**config.mk**
```make
export PLATFORM = sky130hd
export DESIGN_NAME = fan_speed_regulation_loop
export DESIGN_NICKNAME = d
export VERILOG_FILES = /design/src/fan_loop_pkg.sv /design/src/fan_prescaler.sv /design/src/fan_speed_regulation_loop.sv
export SDC_FILE = /design/constraint.sdc
export NUM_CORES = 1
export LEC_CHECK = 0
export BUFFER_PORTS_ARGS = -buffer_cell sky130_fd_sc_hd__buf_2
export CORE_MARGIN = 4
export CORE_UTILIZATION = 51
export DETAILED_ROUTE_END_ITERATION = 8
export PLACE_DENSITY = 0.74
export SYNTH_ARGS = -nofsm -noshare
export SYNTH_HDL_FRONTEND = slang
export SYNTH_HIERARCHICAL = 1
export SYNTH_SLANG_ARGS = --single-unit
```
**constraint.sdc**
```tcl
create_clock -name clk_sys -period 13.75 [get_ports clk_sys]
set_input_delay 0.6875 -clock clk_sys [delete_from_list [all_inputs] [get_ports clk_sys]]
set_output_delay 0.6875 -clock clk_sys [all_outputs]
set_load 0.03 [all_outputs]
```
**src/fan_loop_pkg.sv**
```systemverilog
package fan_loop_pkg;

  // Command codes for register reads and writes
  localparam logic [7:0] CMD_RD_SPEED  = 8'hAB;
  localparam logic [7:0] CMD_WR_SPEED  = 8'hB4;
  localparam logic [7:0] CMD_RD_GAIN   = 8'hAD;
  localparam logic [7:0] CMD_WR_GAIN   = 8'hB6;
  localparam logic [7:0] CMD_RD_TDIV   = 8'hBB;
  localparam logic [7:0] CMD_WR_TDIV   = 8'hBC;
  localparam logic [7:0] CMD_RD_FSDIV  = 8'hBF;
  localparam logic [7:0] CMD_WR_FSDIV  = 8'hC0;
  localparam logic [7:0] CMD_RD_LIMIT  = 8'hB1;
  localparam logic [7:0] CMD_WR_LIMIT  = 8'hB8;

  // Reset values
  localparam logic [7:0] SPEED_RST     = 8'h00;
  localparam logic [7:0] GAIN_RST      = 8'h80;
  localparam logic [7:0] TDIV_RST      = 8'h01;
  localparam logic [7:0] FSDIV_RST     = 8'hFF;
  localparam logic [7:0] LIMIT_RST     = 8'hFF;
  localparam logic [7:0] RATE_RST      = 8'h02;

  // Field positions in loop_gain
  localparam int GAIN_OPEN_BIT  = 0;
  localparam int GAIN_CSENSE_BIT = 1;
  localparam int GAIN_SPAN_LO   = 5;
  localparam int GAIN_KEEP_BIT  = 7;

  // Speed codes, divider minimum and fastest rate code
  localparam logic [6:0] FULL_4BIT     = 7'h10;
  localparam logic [6:0] FULL_5BIT     = 7'h20;
  localparam logic [6:0] FULL_6BIT     = 7'h3F;
  localparam logic [6:0] OPEN_FORCE    = 7'h40;
  localparam logic [7:0] FSDIV_MIN     = 8'd127;
  localparam logic [2:0] RATE_FASTEST  = 3'd6;

  // Timing
  localparam longint CLK_HZ            = 250_000_000;
  localparam longint REF_HZ            = 8415;
  localparam int     REF_DIV_CYC       = int'(CLK_HZ / REF_HZ);
  localparam longint UPDATE_BASE_MS    = 250;
  localparam int     UPDATE_BASE_CYC   = int'(CLK_HZ / 1000 * UPDATE_BASE_MS);

endpackage

```
**src/fan_prescaler.sv**
```systemverilog
module fan_prescaler
  import fan_loop_pkg::*;
(
  input  wire logic       clk_sys,
  input  wire logic       rst,
  input  wire logic       pulse_in,
  input  wire logic [1:0] ratio_sel,
  output logic            pulse_out
);

  typedef struct packed {
    logic [2:0] cnt;
    logic       out;
  } pre_state_t;

  pre_state_t s_q;
  pre_state_t s_d;

  // Pass every 1st, 2nd, 4th or 8th input pulse
  always_comb begin
    logic [2:0] last;
    last = 3'((4'd1 << ratio_sel) - 4'd1);
    s_d = s_q;
    s_d.out = 1'b0;
    if (pulse_in) begin
      if (s_q.cnt >= last) begin
        s_d.cnt = 3'd0;
        s_d.out = 1'b1;
      end else begin
        s_d.cnt = s_q.cnt + 3'd1;
      end
    end
  end

  always_ff @(posedge clk_sys) begin
    if (rst) begin
      s_q <= '0;
    end else begin
      s_q <= s_d;
    end
  end

  assign pulse_out = s_q.out;

endmodule

```
**src/fan_speed_regulation_loop.sv**
```systemverilog
// Operation
// - Open loop: speed_setting 0..40h sets voltage
// - Open: 0..3Fh proportional, 40h forces full
// - Closed: full speed 10h/20h/3Fh by gain
// - Counter up on reference, down on feedback
// - Reference derived from clock at 8415Hz
// - Divide by full_scale_divider, minimum 127
// - Further scale by speed_setting over full-speed code
// - Feedback prescaled by 1, 2, 4, 8
// - Six-stage counter drives 6-bit fan DAC
// - loop_gain bit 0 selects open loop
// - Open loop ignores feedback, opens thermal loop
// - Fan-fail reads 1 while loop open
// - loop_gain bit 1 selects current sensing
// - loop_gain bits 6:5 set control span
// - Write with bit 7 low clears span
// - update_rate uses low three bits, reset 02h
// - Codes 0..6 give 16s down to 0.25s
// - Driver off above 150C, on below 140C
// - Current step makes one feedback pulse
// - Period counter loads tach_period on pulse
// - Fail when period exceeds limit; full flag
// - Period overflow ORed into fan-fail
// - Thermal closed: speed_setting holds saturated excess
// - Config bit 3 opens thermal loop
module fan_speed_regulation_loop
  import fan_loop_pkg::*;
#(
  parameter int REF_DIV    = REF_DIV_CYC,
  parameter int UPDATE_DIV = UPDATE_BASE_CYC
) (
  input  wire logic       clk_sys,
  input  wire logic       rst,
  input  wire logic       cmd_wr,
  input  wire logic [7:0] cmd_wr_addr,
  input  wire logic [7:0] cmd_wr_data,
  input  wire logic [7:0] cmd_rd_addr,
  output logic      [7:0] cmd_rd_data,
  input  wire logic       update_rate_wr,
  input  wire logic [7:0] update_rate_wdata,
  output logic      [7:0] update_rate,
  input  wire logic       thermal_open_cfg,
  input  wire logic [8:0] temp_excess,
  input  wire logic       tach_in,
  input  wire logic       current_step,
  input  wire logic       driver_over_150,
  input  wire logic       driver_below_140,
  output logic      [5:0] fan_dac_code,
  output logic            fan_full_on,
  output logic            fan_driver_en,
  output logic            driver_overheat,
  output logic            thermal_open,
  output logic            fan_fail,
  output logic            fan_full_scale,
  output logic      [7:0] tach_period
);

  typedef struct packed {
    logic [7:0]  speed_setting;
    logic [7:0]  loop_gain;
    logic [7:0]  tach_divisor;
    logic [7:0]  full_scale_divider;
    logic [7:0]  tach_period_limit;
    logic [7:0]  update_rate;
    logic [7:0]  tach_period;
    logic [7:0]  rd_data;
    logic [5:0]  speed_counter;
    logic [31:0] ref_cnt;
    logic [15:0] rate_acc;
    logic [31:0] quarter_cnt;
    logic [6:0]  quarter_num;
    logic [7:0]  period_cnt;
    logic        period_ovf;
    logic        tach_q;
    logic        shutdown;
    logic        dac_full;
    logic [5:0]  dac_code;
    logic        fail;
    logic        full_flag;
  } state_t;

  state_t s_q;
  state_t s_d;

  // Full-speed code for the selected span
  function automatic logic [6:0] full_code(input logic [1:0] span);
    case (span)
      2'b00:   full_code = FULL_4BIT;
      2'b01:   full_code = FULL_5BIT;
      default: full_code = FULL_6BIT;
    endcase
  endfunction

  // Smaller of two codes
  function automatic logic [6:0] min_code(input logic [6:0] a, input logic [6:0] b);
    min_code = (a < b) ? a : b;
  endfunction

  logic       fan_open;
  logic       tach_edge;
  logic       fb_raw;
  logic       fb_pulse;
  logic [6:0] full_c;
  logic [6:0] target;
  logic [7:0] fs_eff;
  logic [15:0] threshold;
  logic       ref_tick;
  logic       quarter_tick;
  logic [6:0] quarters_needed;
  logic       update_tick;
  logic       up_pulse;

  // Mode decode and feedback selection
  assign fan_open  = s_q.loop_gain[GAIN_OPEN_BIT];
  assign tach_edge = tach_in & ~s_q.tach_q;
  assign fb_raw    = fan_open ? 1'b0 :
                     (s_q.loop_gain[GAIN_CSENSE_BIT] ? current_step : tach_edge);

  fan_prescaler u_prescaler (
    .clk_sys   (clk_sys),
    .rst       (rst),
    .pulse_in  (fb_raw),
    .ratio_sel (s_q.tach_divisor[1:0]),
    .pulse_out (fb_pulse)
  );

  // Reference rate arithmetic
  assign full_c    = full_code(s_q.loop_gain[GAIN_SPAN_LO +: 2]);
  assign target    = min_code(s_q.speed_setting[6:0], full_c);
  assign fs_eff    = (s_q.full_scale_divider < FSDIV_MIN) ? FSDIV_MIN
                                                          : s_q.full_scale_divider;
  assign threshold = 16'(full_c) * 16'(fs_eff);                                   // Widen before the product
  assign ref_tick  = (s_q.ref_cnt == 32'(REF_DIV - 1));
  assign quarter_tick = (s_q.quarter_cnt == 32'(UPDATE_DIV - 1));

  // Number of quarter seconds between updates
  always_comb begin
    logic [2:0] code;
    code = s_q.update_rate[2:0];
    if (code > RATE_FASTEST) begin
      code = RATE_FASTEST;
    end
    quarters_needed = 7'(7'd1 << (RATE_FASTEST - code));
  end

  assign update_tick = quarter_tick && (s_q.quarter_num >= quarters_needed - 7'd1);
  assign up_pulse    = ref_tick && ((s_q.rate_acc + 16'(target)) >= threshold)
                       && (target != 7'd0);

  // Next-state logic
  always_comb begin
    logic [7:0] excess;
    excess = (temp_excess > 9'h07F) ? 8'h7F : {1'b0, temp_excess[6:0]};
    s_d = s_q;
    s_d.tach_q = tach_in;

    // Reference prescaler and update timers
    s_d.ref_cnt = ref_tick ? 32'd0 : s_q.ref_cnt + 32'd1;
    if (quarter_tick) begin
      s_d.quarter_cnt = 32'd0;
      s_d.quarter_num = update_tick ? 7'd0 : s_q.quarter_num + 7'd1;
    end else begin
      s_d.quarter_cnt = s_q.quarter_cnt + 32'd1;
    end

    // Fractional divider: reference scaled by target over full speed
    if (ref_tick) begin
      if (up_pulse) begin
        s_d.rate_acc = s_q.rate_acc + 16'(target) - threshold;
      end else if (target != 7'd0) begin
        s_d.rate_acc = s_q.rate_acc + 16'(target);
      end else begin
        s_d.rate_acc = 16'd0;
      end
    end

    // Up/down speed counter, saturating at both ends
    if (fan_open) begin
      s_d.speed_counter = 6'd0;
      s_d.rate_acc = 16'd0;
    end else if (up_pulse && !fb_pulse) begin
      if (s_q.speed_counter != 6'h3F) begin
        s_d.speed_counter = s_q.speed_counter + 6'd1;
      end
    end else if (fb_pulse && !up_pulse) begin
      if (s_q.speed_counter != 6'h00) begin
        s_d.speed_counter = s_q.speed_counter - 6'd1;
      end
    end

    // DAC code: direct in open loop, counter in closed loop
    if (fan_open) begin
      s_d.dac_full = (s_q.speed_setting[6:0] >= OPEN_FORCE);
      s_d.dac_code = s_d.dac_full ? 6'h3F : s_q.speed_setting[5:0];
    end else begin
      s_d.dac_full = 1'b0;
      s_d.dac_code = s_q.speed_counter;
    end

    // Driver thermal shutdown with hysteresis
    if (driver_over_150) begin
      s_d.shutdown = 1'b1;
    end else if (driver_below_140) begin
      s_d.shutdown = 1'b0;
    end

    // Period counter on the reference oscillator
    if (fb_pulse) begin
      s_d.tach_period = s_q.period_cnt;
      s_d.period_cnt  = 8'd0;
      s_d.period_ovf  = 1'b0;
    end else if (ref_tick) begin
      if (s_q.period_cnt == 8'hFF) begin
        s_d.period_ovf = 1'b1;
      end else begin
        s_d.period_cnt = s_q.period_cnt + 8'd1;
      end
    end
    if (fan_open) begin
      s_d.period_cnt = 8'd0;
      s_d.period_ovf = 1'b0;
    end

    // Fan-fail and full-speed status
    s_d.fail = fan_open ? 1'b1 :
               ((s_q.tach_period > s_q.tach_period_limit) || s_q.period_ovf);
    s_d.full_flag = !fan_open && (s_q.speed_counter == 6'h3F);

    // Thermal closed loop loads the saturated excess at each update
    if (!thermal_open && update_tick) begin
      s_d.speed_setting = excess;
    end

    // Register writes
    if (cmd_wr) begin
      case (cmd_wr_addr)
        CMD_WR_SPEED: begin
          if (thermal_open) begin
            s_d.speed_setting = {1'b0, cmd_wr_data[6:0]};
          end
        end
        CMD_WR_GAIN: begin
          s_d.loop_gain = cmd_wr_data;
          if (!cmd_wr_data[GAIN_KEEP_BIT]) begin
            s_d.loop_gain[GAIN_SPAN_LO +: 2] = 2'b00;
          end
        end
        CMD_WR_TDIV:  s_d.tach_divisor = cmd_wr_data;
        CMD_WR_FSDIV: s_d.full_scale_divider = cmd_wr_data;
        CMD_WR_LIMIT: s_d.tach_period_limit = cmd_wr_data;
        default: ;
      endcase
    end
    if (update_rate_wr) begin
      s_d.update_rate = update_rate_wdata;
    end

    // Register reads, answered one cycle later
    case (cmd_rd_addr)
      CMD_RD_SPEED: s_d.rd_data = s_q.speed_setting;
      CMD_RD_GAIN:  s_d.rd_data = s_q.loop_gain;
      CMD_RD_TDIV:  s_d.rd_data = s_q.tach_divisor;
      CMD_RD_FSDIV: s_d.rd_data = s_q.full_scale_divider;
      CMD_RD_LIMIT: s_d.rd_data = s_q.tach_period_limit;
      default:      s_d.rd_data = 8'h00;
    endcase
  end

  // State register
  always_ff @(posedge clk_sys) begin
    if (rst) begin
      s_q <= '0;
      s_q.speed_setting      <= SPEED_RST;
      s_q.loop_gain          <= GAIN_RST;
      s_q.tach_divisor       <= TDIV_RST;
      s_q.full_scale_divider <= FSDIV_RST;
      s_q.tach_period_limit  <= LIMIT_RST;
      s_q.update_rate        <= RATE_RST;
      s_q.tach_q             <= 1'b1;  // Idle level of the pulled-up tach line, no false edge
    end else begin
      s_q <= s_d;
    end
  end

  // Outputs
  assign thermal_open    = thermal_open_cfg | fan_open;
  assign cmd_rd_data     = s_q.rd_data;
  assign update_rate     = s_q.update_rate;
  assign fan_dac_code    = s_q.shutdown ? 6'h00 : s_q.dac_code;
  assign fan_full_on     = s_q.dac_full & ~s_q.shutdown;
  assign fan_driver_en   = ~s_q.shutdown;
  assign driver_overheat = s_q.shutdown;
  assign fan_fail        = s_q.fail;
  assign fan_full_scale  = s_q.full_flag;
  assign tach_period     = s_q.tach_period;

endmodule

```
After elaboration in Yosys (flattened, before gate mapping)

Cells that the tools add are included.

Bitwise gates (word level): 8
Mux-type cells: 32
Add/subtract/negate cells: 12
Reduce and logical (&&, ||, !) cells: 31
Eq/ne operators: 17
Magnitude comparators: 9
Shift-type cells: 2
Multiply operators: 1

Operators by type and width:

| kind                    | number |
|---|---|
| $eq A8 B8 Y1 const B    | 11 |
| $add A32 B1 Y32 const B | 2 |
| $mux W8                 | 8 |
| $mux W6                 | 7 |
| $mux W40                | 1 |
| $pmux W8 S5             | 1 |
| $eq A32 B15 Y1 const B  | 1 |
| $eq A32 B26 Y1 const B  | 1 |
| $mux W16                | 2 |
| $mux W7                 | 3 |
| $add A16 B7 Y16         | 1 |
| $ge A16 B15 Y1          | 1 |
| $sub A16 B15 Y16        | 1 |
| $mul A7 B8 Y15          | 1 |
| $pmux W6 S2             | 1 |
| $reduce_and A2 Y1       | 6 |
| $reduce_or A2 Y1        | 5 |
| $gt A9 B7 Y1 const B    | 1 |
| $add A8 B1 Y8 const B   | 1 |
| $gt A8 B8 Y1            | 1 |
| $lt A8 B7 Y1 const B    | 1 |
| $add A7 B1 Y7 const B   | 1 |
| $ge A7 B7 Y1            | 1 |
| $ge A7 B7 Y1 const B    | 1 |
| 30 further kinds        | 52 |

Output and inout bits: 36
Input bits: 50
Register bits after elaboration: 181

Longest topological paths before layout

Depth in word-level cells: 12
Depth in mapped cells: 36
Depth with buffers taken out: 34

Cells and area by module

Netlist, hierarchy kept.

By module, submodules not included:

| module                    | seq. area each (µm²) | cells each | area an instance (µm²) | times used |
|---|---|---|---|---|
| fan_speed_regulation_loop | 3543.4               | 1315       | 11023.1                | 1 |
| fan_prescaler             | 80.1                 | 28         | 261.5                  | 1 |

Least setup slack after synthesis

No wires, ideal clock.

Kind: register to register
Start: register s_q[152] (netlist name)
End: register s_q[112] (netlist name)
Stages on the path, launching flop included: 36
Required time: 13680 ps
Setup time: 70 ps
Setup slack: 6758 ps
Arrival: 6922 ps
Clock period less this slack: 6992 ps
Cells stage by stage: dfxtp_1 > clkbuf_1 > nand2b_1 > nand2_1 > inv_1 > fa_1 > ha_1 > inv_1 > fa_1 > inv_1 > fa_1 > a21o_1 > a21oi_1 > o21bai_1 > a21oi_1 > o21bai_1 > a21oi_1 > nor4bb_1 > a211oi_1 > ha_1 > or2_2 > o31a_1 > a31oi_1 > nand3_1 > and2_1 > clkbuf_1 > ha_1 > inv_1 > ha_1 > a21o_1 > a21oi_1 > o21bai_1 > a21oi_1 > xnor2_1 > or3_1 > a21oi_1

Word-level cells in the longest chain between the ends: 10
Elaborated cells on any way between the ends: 14
Classes of those cells: 1 x mul; 2 x order compare; 1 x eq/ne; 2 x mux; 8 x reduce/logical

RTL lines:

| element                      | line                             | text |
|---|---|---|
| start, declared              | fan_speed_regulation_loop.sv:82  | `state_t s_q;` |
| $lt A8 B7 Y1                 | fan_speed_regulation_loop.sv:130 | `assign fs_eff = (s_q.full_scale_divider < FSDIV_MIN) ? FSDIV_MIN` |
| $mux W8 *                    | fan_speed_regulation_loop.sv:130 |  |
| $mul A7 B8 Y15 *             | fan_speed_regulation_loop.sv:132 | `assign threshold = 16'(full_c) * 16'(fs_eff);` |
| $ge A16 B15 Y1 *             | fan_speed_regulation_loop.sv:147 | `assign up_pulse = ref_tick && ((s_q.rate_acc + 16'(target)) >= threshold)` |
| $logic_and A1 B1 Y1 *        | fan_speed_regulation_loop.sv:147 |  |
| $logic_and A1 B1 Y1 *        | fan_speed_regulation_loop.sv:148 | `&& (target != 7'd0);` |
| $logic_not A1 Y1             | fan_speed_regulation_loop.sv:185 | `end else if (fb_pulse && !up_pulse) begin` |
| $logic_and A1 B1 Y1          | fan_speed_regulation_loop.sv:185 |  |
| $reduce_bool A2 Y1 (no line) | -                                |  |
| $reduce_and A3 Y1 (no line)  | -                                |  |

Mark *: on every way between the ends. The rest lies on a longest branch, timed or not.
A chain may end at the register's enable or synchronous reset.

Final worst setup path

Start: register s_q[167] (netlist name)
End: register s_q[112] (netlist name)

Word-level cells in the longest chain between the ends: 12
Elaborated cells on any way between the ends: 19
Classes of those cells: 1 x add/sub; 1 x mul; 2 x order compare; 2 x eq/ne; 3 x mux; 10 x reduce/logical

RTL lines:

| element                                                 | line                             | text |
|---|---|---|
| $eq A2 B1 Y1 / $logic_not A2 Y1 (equally long branches) | fan_speed_regulation_loop.sv:87  | `case (span)` |
| $pmux W6 S2 *                                           | fan_speed_regulation_loop.sv:87  |  |
| $lt A7 B7 Y1                                            | fan_speed_regulation_loop.sv:96  | `min_code = (a < b) ? a : b;` |
| $mux W7                                                 | fan_speed_regulation_loop.sv:96  |  |
| $add A16 B7 Y16                                         | fan_speed_regulation_loop.sv:147 |  |
| $ge A16 B15 Y1                                          | fan_speed_regulation_loop.sv:147 |  |
| $logic_and A1 B1 Y1                                     | fan_speed_regulation_loop.sv:147 |  |
| $logic_and A1 B1 Y1 *                                   | fan_speed_regulation_loop.sv:148 |  |
| $logic_not A1 Y1                                        | fan_speed_regulation_loop.sv:185 |  |
| $logic_and A1 B1 Y1                                     | fan_speed_regulation_loop.sv:185 |  |
| $reduce_bool A2 Y1 (no line)                            | -                                |  |
| $reduce_and A3 Y1 (no line)                             | -                                |  |

Marked as above.

==> impl_metrics.csv <==
group,metric,value,unit
timing,worst_pin_slew,1.23,ns
cts,cts_num_sinks,181,
timing,slew_headroom,17.7,%
layout,drive_gt1_share,10.4,%
timing,finClkSkew,0.0198,ns
cts,cts_tree,"done",
yosys,synth-async-reset-ratio,0,%
run_status,status,"completed",
floorplan,io_pins,86,
power,p_sw,279,uW
drt,wl_per_cell,15.2,um
setup_path,slowest_stage,"a211oi_1",
drt,via_per_inst,5.68,
floorplan,die_h,157,um
global_route,grt_pass1_vias,9075,
global_route,grt.total_usage,21.3,%
yosys,ys_seq_area_share,32.1,%
layout,antenna_cells,0,
power,peakVddDrop,0.102,mV
power,internal_power,798,uW
floorplan,die_x,157,um
timing,rsz0062_at_grt,"no",
run,max_cap_viol_count,0,
power,power_leakage,5.40,nW
cts,cts-htree-levels,4,
power,swShare,25.9,%
cts,cts_resized,0,
layout,fin_nets,1549,
cts,ctsHoldBuffers,0,
timing,fin_hold_ws,0.446,ns
floorplan,initial_core_util,51.7,%
cts,root_buffer,"clkbuf_16",
yosys,ys_seq_elements,181,
setup_path,critPathBufInv,3,
timing,hold_viol,0,
drt,dr.first_iter.drc_count,556,
yosys,yosysTopAreaCell,"dfxtp_1",
drt,drt-total-wl,25600,um
setup_path,critPathArrivalTime,9.12,ns
yosys,syn_nets,1505,
timing,finalSetupViolations,0,
timing,timing.fmax,114,MHz
power,clkPwrFrac,45.8,%
floorplan,die-area,0.0246,mm^2
setup_path,critical-path-top-delay-family,"compound AO/OA/AOI/OAI gates",
power,p_per_area,87.1,mW/mm^2
cts,numCtsBuffers,17,
placement,dp_hpwl,19100,um
timing,drv_slew,0,
yosys,avgSynthCellArea,8.40,um^2
yosys,synth_ff_type,"dfxtp_1",
global_route,antenna_found_initial,0,
global_route,grt_max_degree,50,
layout,fin_util,56.7,%
global_route,grt_first_pass_wirelength,43500,um
setup_path,cp-end-kind,"flip-flop",
yosys,synthTopCellsByArea,"dfxtp_1, ha_1, nor2_1, fa_1, xnor2_1",
yosys,synth_edf_count,0,
drt,drt_first_pass_iters,5,
yosys,synth_top_area_share,32.1,%
setup_path,crit_type,"flip-flop to flip-flop",
placement,port_buffers,85,
setup_path,start_kind,"flip-flop",
power,finalPower,1.08,mW
power,pwr-share-seq,49.4,%
yosys,ys_types,70,
drt,drc,0,
setup_path,cp.required,14.10,ns
timing,finalCritPeriodShare,63.8,%
min_path,hp-class,"input port to flip-flop",
floorplan,rows,54,
yosys,yosysWarnings,6,
drt,vias,9539,
setup_path,critPathMaxFanout,21,
timing,finalCriticalPeriod,8.77,ns
cts,insertion_delay,0.44,ns
setup_path,max_stage_delay,1.01,ns
drt,drtAntennaViolNets,0,
cts,clockBufferDepth,2,
timing,tns,0,ns
cts,cts.clk_slew.worst_paths,0.08,ns
global_route,grt_remaining_overflow,0,
floorplan,core,0.0218,mm^2
yosys,synthesis.area,0.0113,mm^2
power,pwr-share-comb,4.9,%
placement,place_congestion,0.941,
cts,cts_setup_buffers,0,
yosys,syn_inst,1343,
layout,syn2layout_area_growth,9.64,%
==> through the flow <==
| stage | worst slack, ns | instances | area (um^2) |
|---|---|---|---|
| 2_1_floorplan | 6.76 | 1343 | 11300 |
| 3_3_place_gp | 5.39 | 1648 | 11800 |
| 3_5_place_dp | 5.17 | 1648 | 11800 |
| 4_1_cts | 5.09 | 1680 | 12400 |
| 5_1_grt | 4.04 | 1680 | 12400 |
| 6_report | 4.98 | 1680 | 12400 |
==> cell usage in the layout (no fill, tap or decap), drive strengths merged, types with 7 or more instances in the layout <==
master,Yosys,routed
a21o,12,12
a21oi,82,82
a222oi,9,9
a22oi,15,15
a31oi,7,7
and3,26,26
buf,28,91
clkbuf,38,18
clkinv,0,9
dfxtp,181,181
fa,28,28
ha,84,84
inv,93,98
mux2,7,7
mux2i,36,36
nand2,115,115
nand2b,17,17
nand3,51,51
nand4,15,15
nor2,163,163
nor2b,23,23
nor3,22,22
nor4,15,15
o2111ai,7,7
o211ai,16,16
o21ai,45,45
o21bai,9,9
o22ai,7,7
o41ai,7,7
or2,7,7
or3,16,16
xnor2,51,51
xor2,51,51
==> sequential cells by signal, summed over array words and instances (netlist names) <==
signal / cells
fan_fail: 1
fan_full_scale: 1
update_rate: 8
fan_open: 1
u_prescaler/s_q: 3
driver_overheat: 1
u_prescaler/pulse_out: 1
s_q: 149
tach_period: 8
cmd_rd_data: 8
==> worst paths after layout <==
| path | from | endpoint | slack (ns) | depth (start not counted) |
|---|---|---|---|---|
| worst min register to register | s_q[164]$_SDFFE_PP0P_ | s_q[164]$_SDFFE_PP0P_ | 0.46 | 2 |
| worst max-delay path | s_q[167]$_SDFFE_PP0P_ | s_q[112]$_SDFFE_PP0P_ | 4.98 | 30 |
| worst max register to register | s_q[167]$_SDFFE_PP0P_ | s_q[112]$_SDFFE_PP0P_ | 4.98 | 30 |
| worst min-delay path | tach_in | s_q[10]$_SDFF_PP1_ | 0.45 | 2 |
==> layer usage <==
layer | GRT usage, % | vias up | share of wire [%]
met2 | 34.9 | 273 | 46
li1 | - | 4751 | -
met3 | 4.20 | 40 | 6.0
met1 | 29.2 | 4475 | 47
met4 | 5.12 | 0 | 1.7
met5 | 0 | - | 0
==> worst register-to-register path, delay by kind of cell, from the launching register on <==
kind	cells	cell delay (ns)
and+or+nand+nor	5	1.70
buffers and inverters	3	0.56
adders and majority gates	5	1.58
DFF	1	0.62
AOI/OAI and AO/OA	15	3.98
xor gates and xnor gates	2	0.26
==> synth_stat cells (3+ instances only) <==
master / count
or3_1: 16
a21oi_1: 82
a222oi_1: 9
and4_1: 5
ha_1: 84
mux2i_1: 36
nor2_1: 163
buf_4: 24
o21a_1: 5
a21o_1: 12
nor2b_1: 23
o41ai_1: 7
dfxtp_1: 181
inv_1: 92
xnor2_1: 51
clkbuf_1: 37
o211ai_1: 16
o22ai_1: 7
fa_1: 28
and2_1: 3
or2_2: 7
a211oi_1: 5
o21ai_1: 4
nand2b_1: 17
nand4b_1: 4
nor3_1: 22
o21ai_0: 41
xor2_1: 51
o21bai_1: 9
a31oi_1: 6
nand4_1: 14
mux2_2: 7
nand2_1: 115
nor4b_1: 4
nand3_1: 51
o2111ai_1: 7
nand3b_1: 4
and3_1: 26
a22oi_1: 15
nor4_1: 15
==> cells by family (layout without fill, tap and decap cells) <==
| logic type | after synthesis | count (layout) | share of synthesized area, % |
|---|---|---|---|
| other | 1 | 1 | 0.0332 |
| buffers and inverters | 159 | 216 | 6.18 |
| xor gates and xnor gates | 102 | 102 | 7.92 |
| DFF | 181 | 181 | 32.1 |
| muxes | 43 | 43 | 3.89 |
| adders and majority gates | 112 | 112 | 14.3 |
| and+or+nand+nor | 505 | 505 | 21.9 |
| AOI/OAI and AO/OA | 240 | 240 | 13.7 |
==> cell type report <==
class,instances,area [um^2]
clock buffers,18,439
clock inverters,14,175
repair buffers,91,470
multi-input cells,1003,6960
flip-flops and latches,181,3620
well taps,280,350
fillers,1952,9450
inverters,93,349
==> power groups by stage <==
stage	logic (mW)	clock network, mW	registers (mW)
detailed placement	0.0519	0	0.545
global route	0.0590	0.526	0.533
finish	0.0523	0.493	0.532
CTS	0.0522	0.501	0.532
floorplan	0.0362	0	0.543
global placement	0.0511	0	0.544
No activity file was read; power rests on OpenSTA's default activity.
